<file path="src/verilog/tis_pkg.sv">
/*
 * tis_pkg: shared constants for the instruction-register scan tail.
 * assumes: one system clock at 200 MHz, link pins sampled by that clock.
 */
package tis_pkg;
	// ----------------------------------------------------------------
	// widths and values
	// ----------------------------------------------------------------
	localparam int unsigned IR_W         = 3;
	localparam logic [2:0]  IR_RESET_VAL = 3'h0;
	localparam int unsigned SYNC_W       = 2;

	// ----------------------------------------------------------------
	// scan-tail states
	// ----------------------------------------------------------------
	typedef enum logic [2:0] {
		ST_IDLE,
		ST_EXIT1,
		ST_SHIFT,
		ST_PAUSE,
		ST_EXIT2,
		ST_UPDATE
	} tis_state_e;
endpackage

</file>
<file path="src/verilog/tis_edge_if.sv">
/*
 * tis_edge_if: synchronised test-clock edge strobes and select level.
 * assumes: driven by tis_sync, read by the scan tail on the same clock.
 */
`timescale 1ns/10ps
interface tis_edge_if;
	logic rise;
	logic fall;
	logic tms;
	logic tdi;
	modport src (output rise, output fall, output tms, output tdi);
	modport dst (input rise, input fall, input tms, input tdi);
endinterface

</file>
<file path="src/verilog/tis_tail.sv">
/*
 * tis_tail: shift, exit, pause and update states of the instruction scan.
 * assumes: entry from outside via enter_exit1 / enter_shift pulses;
 *          the tester keeps tck well below a quarter of clk.
 */
`timescale 1ns/10ps
// Behaviour
// pause holds, no shifting, while select is low at test-clock rise
// pause goes to second exit on rise with select high
// second exit with select high goes to update
// second exit with select low returns to shift
// update copies shift register to output on test-clock fall
// latched instruction becomes the active instruction
// pause and second exit leave instruction unchanged
// update keeps data registers; only instruction output changes
// first exit with select low enters pause
// shift state moves register one stage per rise, tdi in, tdo out
// instruction output stable outside update
module tis_tail (
	// clock and reset
	input  wire logic                      clk,
	input  wire logic                      rst,
	// test pins
	input  wire logic                      tck,
	input  wire logic                      tms,
	input  wire logic                      tdi,
	output logic                           tdo,
	// joins with the rest of the controller
	input  wire logic                      enter_exit1,
	input  wire logic                      enter_shift,
	output logic                           in_tail,
	output logic                           update_done,
	output logic [tis_pkg::IR_W-1:0]       instr,
	output logic                           dr_hold
);
	tis_edge_if ei ();

	tis_sync u_sync (
		.clk (clk),
		.rst (rst),
		.tck (tck),
		.tms (tms),
		.tdi (tdi),
		.eo  (ei.src)
	);

	// ----------------------------------------------------------------
	// state
	// ----------------------------------------------------------------
	tis_pkg::tis_state_e          st_q, st_d;
	logic                         rise_act;

	// an entry pulse wins over a test-clock rise seen in the same cycle
	assign rise_act = ei.rise & ~enter_shift & ~enter_exit1;

	always_comb begin
		st_d = st_q;
		if (enter_shift) begin
			st_d = tis_pkg::ST_SHIFT;
		end else if (enter_exit1) begin
			st_d = tis_pkg::ST_EXIT1;
		end else if (ei.rise) begin
			case (st_q)
				tis_pkg::ST_SHIFT: begin
					st_d = ei.tms ? tis_pkg::ST_EXIT1 : tis_pkg::ST_SHIFT;
				end
				tis_pkg::ST_EXIT1: begin
					st_d = ei.tms ? tis_pkg::ST_UPDATE : tis_pkg::ST_PAUSE;
				end
				tis_pkg::ST_PAUSE: begin
					st_d = ei.tms ? tis_pkg::ST_EXIT2 : tis_pkg::ST_PAUSE;  // see R01
				end
				tis_pkg::ST_EXIT2: begin
					st_d = ei.tms ? tis_pkg::ST_UPDATE : tis_pkg::ST_SHIFT;  // see R03
				end
				tis_pkg::ST_UPDATE: begin
					st_d = tis_pkg::ST_IDLE;
				end
				default: begin
					st_d = st_q;
				end
			endcase
		end
	end

	always_ff @(posedge clk) begin
		if (rst) begin
			st_q <= tis_pkg::ST_IDLE;
		end else begin
			st_q <= st_d;
		end
	end

	// ----------------------------------------------------------------
	// instruction shift register and serial out
	// ----------------------------------------------------------------
	logic [tis_pkg::IR_W-1:0]     sr_q, sr_d;
	logic                         tdo_q, tdo_d;

	// only the shift state moves the register, so pause and exits keep it
	always_comb begin
		sr_d  = sr_q;
		tdo_d = tdo_q;
		if (rise_act && st_q == tis_pkg::ST_SHIFT) begin
			sr_d  = {ei.tdi, sr_q[tis_pkg::IR_W-1:1]};
			tdo_d = sr_q[0];
		end
	end

	always_ff @(posedge clk) begin
		if (rst) begin
			sr_q  <= tis_pkg::IR_RESET_VAL;
			tdo_q <= 1'h0;
		end else begin
			sr_q  <= sr_d;
			tdo_q <= tdo_d;
		end
	end

	// ----------------------------------------------------------------
	// active instruction
	// ----------------------------------------------------------------
	logic [tis_pkg::IR_W-1:0]     ir_q, ir_d;
	logic                         upd_q, upd_d;

	// new instruction only on the falling edge inside update; the rising
	// edge there already leaves for idle, so it could not be used instead
	always_comb begin
		ir_d  = ir_q;
		upd_d = 1'h0;
		if (ei.fall && st_q == tis_pkg::ST_UPDATE) begin
			ir_d  = sr_q;  // see R05 see R06
			upd_d = 1'h1;
		end
	end

	always_ff @(posedge clk) begin
		if (rst) begin
			ir_q  <= tis_pkg::IR_RESET_VAL;
			upd_q <= 1'h0;
		end else begin
			ir_q  <= ir_d;
			upd_q <= upd_d;
		end
	end

	assign tdo         = tdo_q;
	assign instr       = ir_q;
	assign update_done = upd_q;
	assign in_tail     = (st_q != tis_pkg::ST_IDLE);
	// data registers frozen throughout the tail, update included
	assign dr_hold     = in_tail;  // see R07

	// ----------------------------------------------------------------
	// checks
	// ----------------------------------------------------------------
	a_pause_stays: assert property (
		@(posedge clk) disable iff (rst)
		(st_q == tis_pkg::ST_PAUSE && rise_act && !ei.tms)
		|=> st_q == tis_pkg::ST_PAUSE && $stable(sr_q)) else $error("pause left");
	a_pause_exit: assert property (
		@(posedge clk) disable iff (rst)
		(st_q == tis_pkg::ST_PAUSE && rise_act && ei.tms)
		|=> st_q == tis_pkg::ST_EXIT2) else $error("pause exit wrong");
	a_exit2_update: assert property (
		@(posedge clk) disable iff (rst)
		(st_q == tis_pkg::ST_EXIT2 && rise_act && ei.tms)
		|=> st_q == tis_pkg::ST_UPDATE) else $error("exit2 no update");
	a_exit2_shift: assert property (
		@(posedge clk) disable iff (rst)
		(st_q == tis_pkg::ST_EXIT2 && rise_act && !ei.tms)
		|=> st_q == tis_pkg::ST_SHIFT) else $error("exit2 no shift");
	a_update_fall: assert property (
		@(posedge clk) disable iff (rst)
		(st_q == tis_pkg::ST_UPDATE && ei.fall) |=> ir_q == $past(sr_q) && upd_q)
		else $error("update missed");
	a_instr_stable: assert property (
		@(posedge clk) disable iff (rst)
		!(st_q == tis_pkg::ST_UPDATE && ei.fall) |=> $stable(ir_q))
		else $error("instr moved");
	a_exit1_pause: assert property (
		@(posedge clk) disable iff (rst)
		(st_q == tis_pkg::ST_EXIT1 && rise_act && !ei.tms)
		|=> st_q == tis_pkg::ST_PAUSE) else $error("exit1 no pause");
	a_shift_step: assert property (
		@(posedge clk) disable iff (rst)
		(st_q == tis_pkg::ST_SHIFT && rise_act)
		|=> sr_q[tis_pkg::IR_W-1] == $past(ei.tdi) && tdo_q == $past(sr_q[0]))
		else $error("shift step wrong");
	a_dr_frozen: assert property (
		@(posedge clk) disable iff (rst)
		(st_q == tis_pkg::ST_PAUSE || st_q == tis_pkg::ST_EXIT2
		|| st_q == tis_pkg::ST_UPDATE) |-> dr_hold) else $error("dr not held");
	a_shift_stay: assert property (
		@(posedge clk) disable iff (rst)
		(st_q == tis_pkg::ST_SHIFT && rise_act && !ei.tms)
		|=> st_q == tis_pkg::ST_SHIFT) else $error("shift left early");
	a_shift_leave: assert property (
		@(posedge clk) disable iff (rst)
		(st_q == tis_pkg::ST_SHIFT && rise_act && ei.tms)
		|=> st_q == tis_pkg::ST_EXIT1) else $error("shift no exit1");
	a_exit1_update: assert property (
		@(posedge clk) disable iff (rst)
		(st_q == tis_pkg::ST_EXIT1 && rise_act && ei.tms)
		|=> st_q == tis_pkg::ST_UPDATE) else $error("exit1 no update");
	a_update_idle: assert property (
		@(posedge clk) disable iff (rst)
		(st_q == tis_pkg::ST_UPDATE && rise_act)
		|=> st_q == tis_pkg::ST_IDLE) else $error("update no idle");
	a_enter_shift: assert property (
		@(posedge clk) disable iff (rst)
		enter_shift |=> st_q == tis_pkg::ST_SHIFT)
		else $error("entry to shift lost");
	a_enter_exit1: assert property (
		@(posedge clk) disable iff (rst)
		(enter_exit1 && !enter_shift) |=> st_q == tis_pkg::ST_EXIT1)
		else $error("entry to exit1 lost");
	a_sr_only_shift: assert property (
		@(posedge clk) disable iff (rst)
		!(st_q == tis_pkg::ST_SHIFT && rise_act) |=> $stable(sr_q))
		else $error("shift outside shift state");
	a_tdo_held: assert property (
		@(posedge clk) disable iff (rst)
		!(st_q == tis_pkg::ST_SHIFT && rise_act) |=> $stable(tdo_q))
		else $error("tdo moved");
	a_upd_cause: assert property (
		@(posedge clk) disable iff (rst)
		!(st_q == tis_pkg::ST_UPDATE && ei.fall) |=> !upd_q)
		else $error("stray update pulse");
	a_tail_instr: assert property (
		@(posedge clk) disable iff (rst)
		(st_q == tis_pkg::ST_PAUSE || st_q == tis_pkg::ST_EXIT2) |=> $stable(ir_q))
		else $error("instr moved in pause or exit2");
	a_update_sr_kept: assert property (
		@(posedge clk) disable iff (rst)
		st_q == tis_pkg::ST_UPDATE |=> $stable(sr_q))
		else $error("shift register moved in update");
endmodule

</file>
<file path="src/verilog/tis_sync.sv">
/*
 * tis_sync: two-flop synchronisers for the test pins and edge detection.
 * assumes: pins are asynchronous to clk and much slower than it.
 */
`timescale 1ns/10ps
module tis_sync (
	// clock and reset
	input  wire logic clk,
	input  wire logic rst,
	// raw pins
	input  wire logic tck,
	input  wire logic tms,
	input  wire logic tdi,
	// strobes out
	tis_edge_if.src   eo
);
	logic [2:0] s1_q, s1_d;
	logic [2:0] s2_q, s2_d;
	logic       ck_q, ck_d;

	always_comb begin
		s1_d = {tck, tms, tdi};
		s2_d = s1_q;
		ck_d = s2_q[2];
	end

	always_ff @(posedge clk) begin
		if (rst) begin
			s1_q <= 3'h0;
			s2_q <= 3'h0;
			ck_q <= 1'h0;
		end else begin
			s1_q <= s1_d;
			s2_q <= s2_d;
			ck_q <= ck_d;
		end
	end

	// edges compare the second stage with its delayed copy in ck_q
	assign eo.rise = s2_q[2] & ~ck_q;
	assign eo.fall = ~s2_q[2] & ck_q;
	assign eo.tms  = s2_q[1];
	assign eo.tdi  = s2_q[0];
endmodule

</file>
<file path="config.mk">
export PLATFORM = sky130hd
export DESIGN_NAME = tis_tail
export DESIGN_NICKNAME = d
export VERILOG_FILES = /design/src/verilog/tis_pkg.sv /design/src/verilog/tis_edge_if.sv /design/src/verilog/tis_tail.sv /design/src/verilog/tis_sync.sv
export SDC_FILE = /design/constraint.sdc
export NUM_CORES = 1
export LEC_CHECK = 0
export BUFFER_PORTS_ARGS = -buffer_cell sky130_fd_sc_hd__buf_2
export CORE_MARGIN = 3
export CORE_UTILIZATION = 42
export CTS_CLUSTER_DIAMETER = 40
export DETAILED_ROUTE_END_ITERATION = 7
export PLACE_DENSITY = 0.68
export SYNTH_ARGS = -nofsm -noshare
export SYNTH_HDL_FRONTEND = slang
export SYNTH_SLANG_ARGS = --single-unit
</file>
<file path="constraint.sdc">
create_clock -name clk -period 1.8 [get_ports clk]
set_input_delay 0.36 -clock clk [delete_from_list [all_inputs] [get_ports clk]]
set_output_delay 0.36 -clock clk [all_outputs]
set_load 0.01 [all_outputs]
</file>
## Yosys cells after proc, flatten, opt, wreduce, memory -nomap -nowiden

Cells that the tools add are included.

- Input bits: 7
- Word-level logic and storage cells: 45
- Output and inout bits: 7
- Bits in registers: 18

- Muxes and demuxes: 9
- Eq/ne operators: 5
- Reduce and logical (&&, ||, !) cells: 13
- Bitwise operators: 8

Operators with widths:

| cell | count |
|---|---|
| 3-bit one-hot mux with 5 select lines | 1 |
| 3-bit 2-to-1 mux | 3 |
| 2-bit 2-to-1 mux | 4 |
| 7-bit nonzero test | 1 |
| 3-bit by 2-bit equality test with 1-bit output (second input constant) | 2 |
| 3-bit equality test (second input constant) | 2 |
| 2-bit AND reduction | 3 |
| 3-bit nonzero test | 2 |
| 6-bit nonzero test | 1 |
| 5-bit nonzero test | 1 |
| 1-bit AND | 4 |
| 1-bit NOT | 4 |
| 3-bit by 1-bit equality test with 1-bit output (second input constant) | 1 |
| 3-bit OR reduction | 1 |
| 1-bit logical AND | 2 |
| 2-bit nonzero test | 1 |
| 2-bit OR reduction | 1 |
| 1-bit 2-to-1 mux | 1 |

## Logic depth before layout (Yosys ltp)

- Depth in word-level cells: 5
- Mapped depth: 4

## Hierarchy

Synthesis repeated with hierarchy kept, for this count alone.

- Cell total of the unflattened synthesis: 77
- Area total of the unflattened synthesis: 780.7 µm²

By module, submodules not included:

| module | instances | cells an instance | area each (µm²) | sequential area each (µm²) |
|---|---|---|---|---|
| tis_tail | 1 | 61 | 584.3 | 220.2 |
| tis_sync | 1 | 16 | 196.4 | 140.1 |

## Worst setup path after synthesis

No wires, ideal clock.

- Path kind: register to output
- Start: register st_q[1]
- End: output in_tail
- Buffers on the path: 2
- Setup slack: 0.389 ns
- Data required time: 1.440 ns
- Stages on the path, launching flop included: 4
- Arrival: 1.051 ns
- Cell sequence: dfxtp_1 > buf_2 > or3_1 > buf_4

- Word-level cells in the longest chain between the ends: 1

Ends and longest elaborated chain:

| what | RTL line | source |
|---|---|---|
| start: declaration | tis_tail.sv:50 | `tis_pkg::tis_state_e st_q, st_d;` |
| start signal: assignment | tis_tail.sv:88 | `st_q <= tis_pkg::ST_IDLE;` |
| start signal: assignment | tis_tail.sv:90 | `st_q <= st_d;` |
| 3-bit nonzero test | tis_tail.sv:150 | `assign in_tail = (st_q != tis_pkg::ST_IDLE);` |
| end: declaration | tis_tail.sv:31 | `output logic in_tail,` |

No other way between the ends.

## Final worst setup path

- Start: register st_q[2]
- End: output dr_hold

- Word-level cells in the longest chain between the ends: 1

Ends and longest elaborated chain:

| what | RTL line | source |
|---|---|---|
| 3-bit nonzero test | tis_tail.sv:150 |  |
| end: declaration | tis_tail.sv:34 | `output logic dr_hold` |

No other way between the ends.

==> summary.md <==
| Metric | Value |
|---|---|
| Yosys reg bits | 18 |
| Clock Tree Buf Depth | 2 |
| H-tree levels | 1 |
| Slew Viols, Final | 0 |
| # rows | 14 |
| Worst path arrival time | 1290 ps |
| Synth Area in XOR/XNOR | 1.14% |
| Total global routing track utilization | 12.0% |
| Root Buffer | clkbuf_4 |
| Later-pin clock latency in the skew report | 280 ps |
| Syn Inst Count | 79 |
| Top post-synthesis cells by area | dfxtp_1, nor2b_1, a21oi_1 |
| Critical path type | reg -> out |
| RSZ-0062 raised after global routing | false |
| Worst Clk Skew | 1.88 ps |
| Grt total ovfl | 0 |
| Post-CTS setup buffer count | 0 |
| MaxCap Viol Count | 0 |
| Share of cells above drive strength 1 | 26.4% |
| Register area share after synthesis | 47.0% |
| Drc violations | 0 |
| Die area | 0.00238 sq mm |
| Worst-path clk slew | 90 ps |
| Primary FF master, synth | dfxtp_1 |
| Placed cells | 111 |
| Pin count of the biggest net entering global routing | 19 |
| Yosys warns | 0 |
| I/O pin total | 14 |
| Number of global-route vias before repair | 522 |
| Pleak | 0.309 nW |
| CTS Hold Bufs | 0 |
| Mux contribution to synthesized area | 0% |
| Post-layout nets | 99 |
| Max Clk Rate | 0.608 GHz |
| Initial core utilization | 47.6% |
| Synth cell types | 27 |
| Drt via density | 5.27 |
| Tightest Pin Transition | 468 ps |
| Post-cts resize count | 0 |
| # fillers | 163 |
| Synth Area in Compound Gates | 16.3% |
| Hold Vio Cnt, Final | 0 |
| Async S/R FF share, synth | 0% |
| Post-synth top area share | 47.0% |
| Post-synth EDFFs | 0 |
| DP Wirelength | 933 um |
| Most frequent cell after synthesis | dfxtp_1 |
| Crit path launch type | flop |
| Max FO, Critical Path | 12 |
| Placed inst area | 833 sq um |
| Critical Path RT | 1440 ps |
| VDD IR-drop max | 0.000433 V |
| Chip Height | 48.7 um |
| CP Capture Type | primary output |
| Drt pass-1 iters | 4 |
| Commonest cells post-synth | dfxtp_1, a21oi_1, nand3_1, nor2b_1 |
| Power Density | 808 mW/mm^2 |
| PortBufs | 13 |
| Final setup vio count | 0 |
| Routability cong. | 0.703 |
| Post-Layout Cell Count | 115 |
| Min-delay worst type | in -> reg |
| DRT antenna net count | 0 |
| # clock sinks | 18 |
| Total number of vias | 606 |
| Final Cycle Share | 91.4% |
| # diodes | 0 |
| Met2 usage | 17.9% |
| GRT Max-Usage Layer | met2 |
| Iteration-0 DRC Markers | 11 |
| Mapped cell area | 767 sq um |
| Main combinational cell family by area after synthesis | simple AND/OR/NAND/NOR gates |
| GR Util met3 | 5.83% |
| WL/cell | 11.3 um |
| Core Region | 0.00161 sq mm |
| CTS tree | yes |
| Area Growth Syn to Fin | 13.4% |
| Post-layout min period | 1650 ps |
| Post-layout instance area | 870 sq um |
| Routed wire length | 1300 um |
| Met1 GRT Util | 14.8% |
| CTS buffer count | 3 |
| Post-synthesis average cell area | 9.71 sq um |
| Rel. slew slack | 68.8% |
| Overall power | 0.703 mW |
| Horiz. Die Dim | 48.7 um |
| Synth area leader | dfxtp_1 |
| Syn Nets | 86 |
| Status | completed |
| Adder-cell share of the synthesized area | 0% |
| Setup TNS | 0 ps |
| Initial antenna violation count | 0 |
| First-pass GRT wire length | 2240 um |
| Synth Area in Simple Gates | 30.8% |
-- routing by layer --
layer,wire [um],share of wire [%],vias to the layer above
met2,603,47,26
met1,575,44,270
met5,0,0,-
met3,117,9.0,0
met4,0,0,0
li1,-,-,310
-- logic make-up after synthesis --
group / after synthesis
AO/OA/AOI/OAI: 22
XOR/XNOR: 1
flip-flops: 18
AND/OR/NAND/NOR: 31
buffers and inverters: 7
-- worst max-delay path, cell delays in order, from the launching register on --
cell and delay (ps):
dfxtp_1 420, or3_1 420, buf_2 160
-- stage by stage --
| step | hold slack (ps) | utilization (%) | setup slack (ps) |
|---|---|---|---|
| floorplan | 414 | - | 389 |
| global placement | 417 | 51.7 | 423 |
| detailed placement | 428 | 51.7 | 388 |
| CTS | 264 | 54.0 | 138 |
| global route | 277 | 54.0 | 72.4 |
| finish | 278 | 54.0 | 155 |
-- power by group --
part           internal [mW]  switching, mW
Clock                  0.123          0.111
Combinational         0.0238         0.0250
Sequential             0.408         0.0121
Total                  0.554          0.148
-- sequential cells by signal, indices dropped and copies added, names as in the netlist --
register     cells
sr_q             3
tdo              1
update_done      1
u_sync.ck_q      1
u_sync.s2_q      3
u_sync.s1_q      3
st_q             3
instr            3
-- final timing paths --
path,start,endpoint,slack [ps],cells after the start
setup / recovery,st_q[2],dr_hold,150,2
hold reg to reg,u_sync.s1_q[0],u_sync.s2_q[0],450,1
hold / removal,tdi,u_sync.s1_q[0],280,2
setup reg to reg,st_q[2],st_q[0],370,3
-- layout make-up --
class                   count  area, sq um  area share (%)
clock buffers               4         36.3            4.17
inverters                   2         7.51           0.863
multi-input cells          54          370            42.6
flip-flops and latches     18          360            41.4
well taps                  24         30.0            3.45
repair buffers             13         65.1            7.48
-- cells in the final DEF, fill, tap and decap left out --
master	Yosys	layout
a2111oi_0	1	1
a21oi_1	9	9
a311oi_2	1	1
a31oi_1	1	1
and4bb_2	2	2
buf_2	2	13
clkbuf_4	0	3
clkbuf_8	0	1
dfxtp_1	18	18
inv_1	2	2
nand2b_1	1	1
nand2b_4	1	1
nand3_1	8	8
nand3b_1	1	1
nand4b_1	1	1
nand4bb_1	1	1
nor2_1	1	1
nor2b_1	8	8
nor3_1	1	1
nor3b_1	1	1
nor4b_2	1	1
o21ai_0	5	5
o21ai_1	5	5
or3_1	1	1
or3b_1	1	1
or4b_4	2	2
xnor2_1	1	1
No activity file was read; power rests on OpenSTA's default activity.
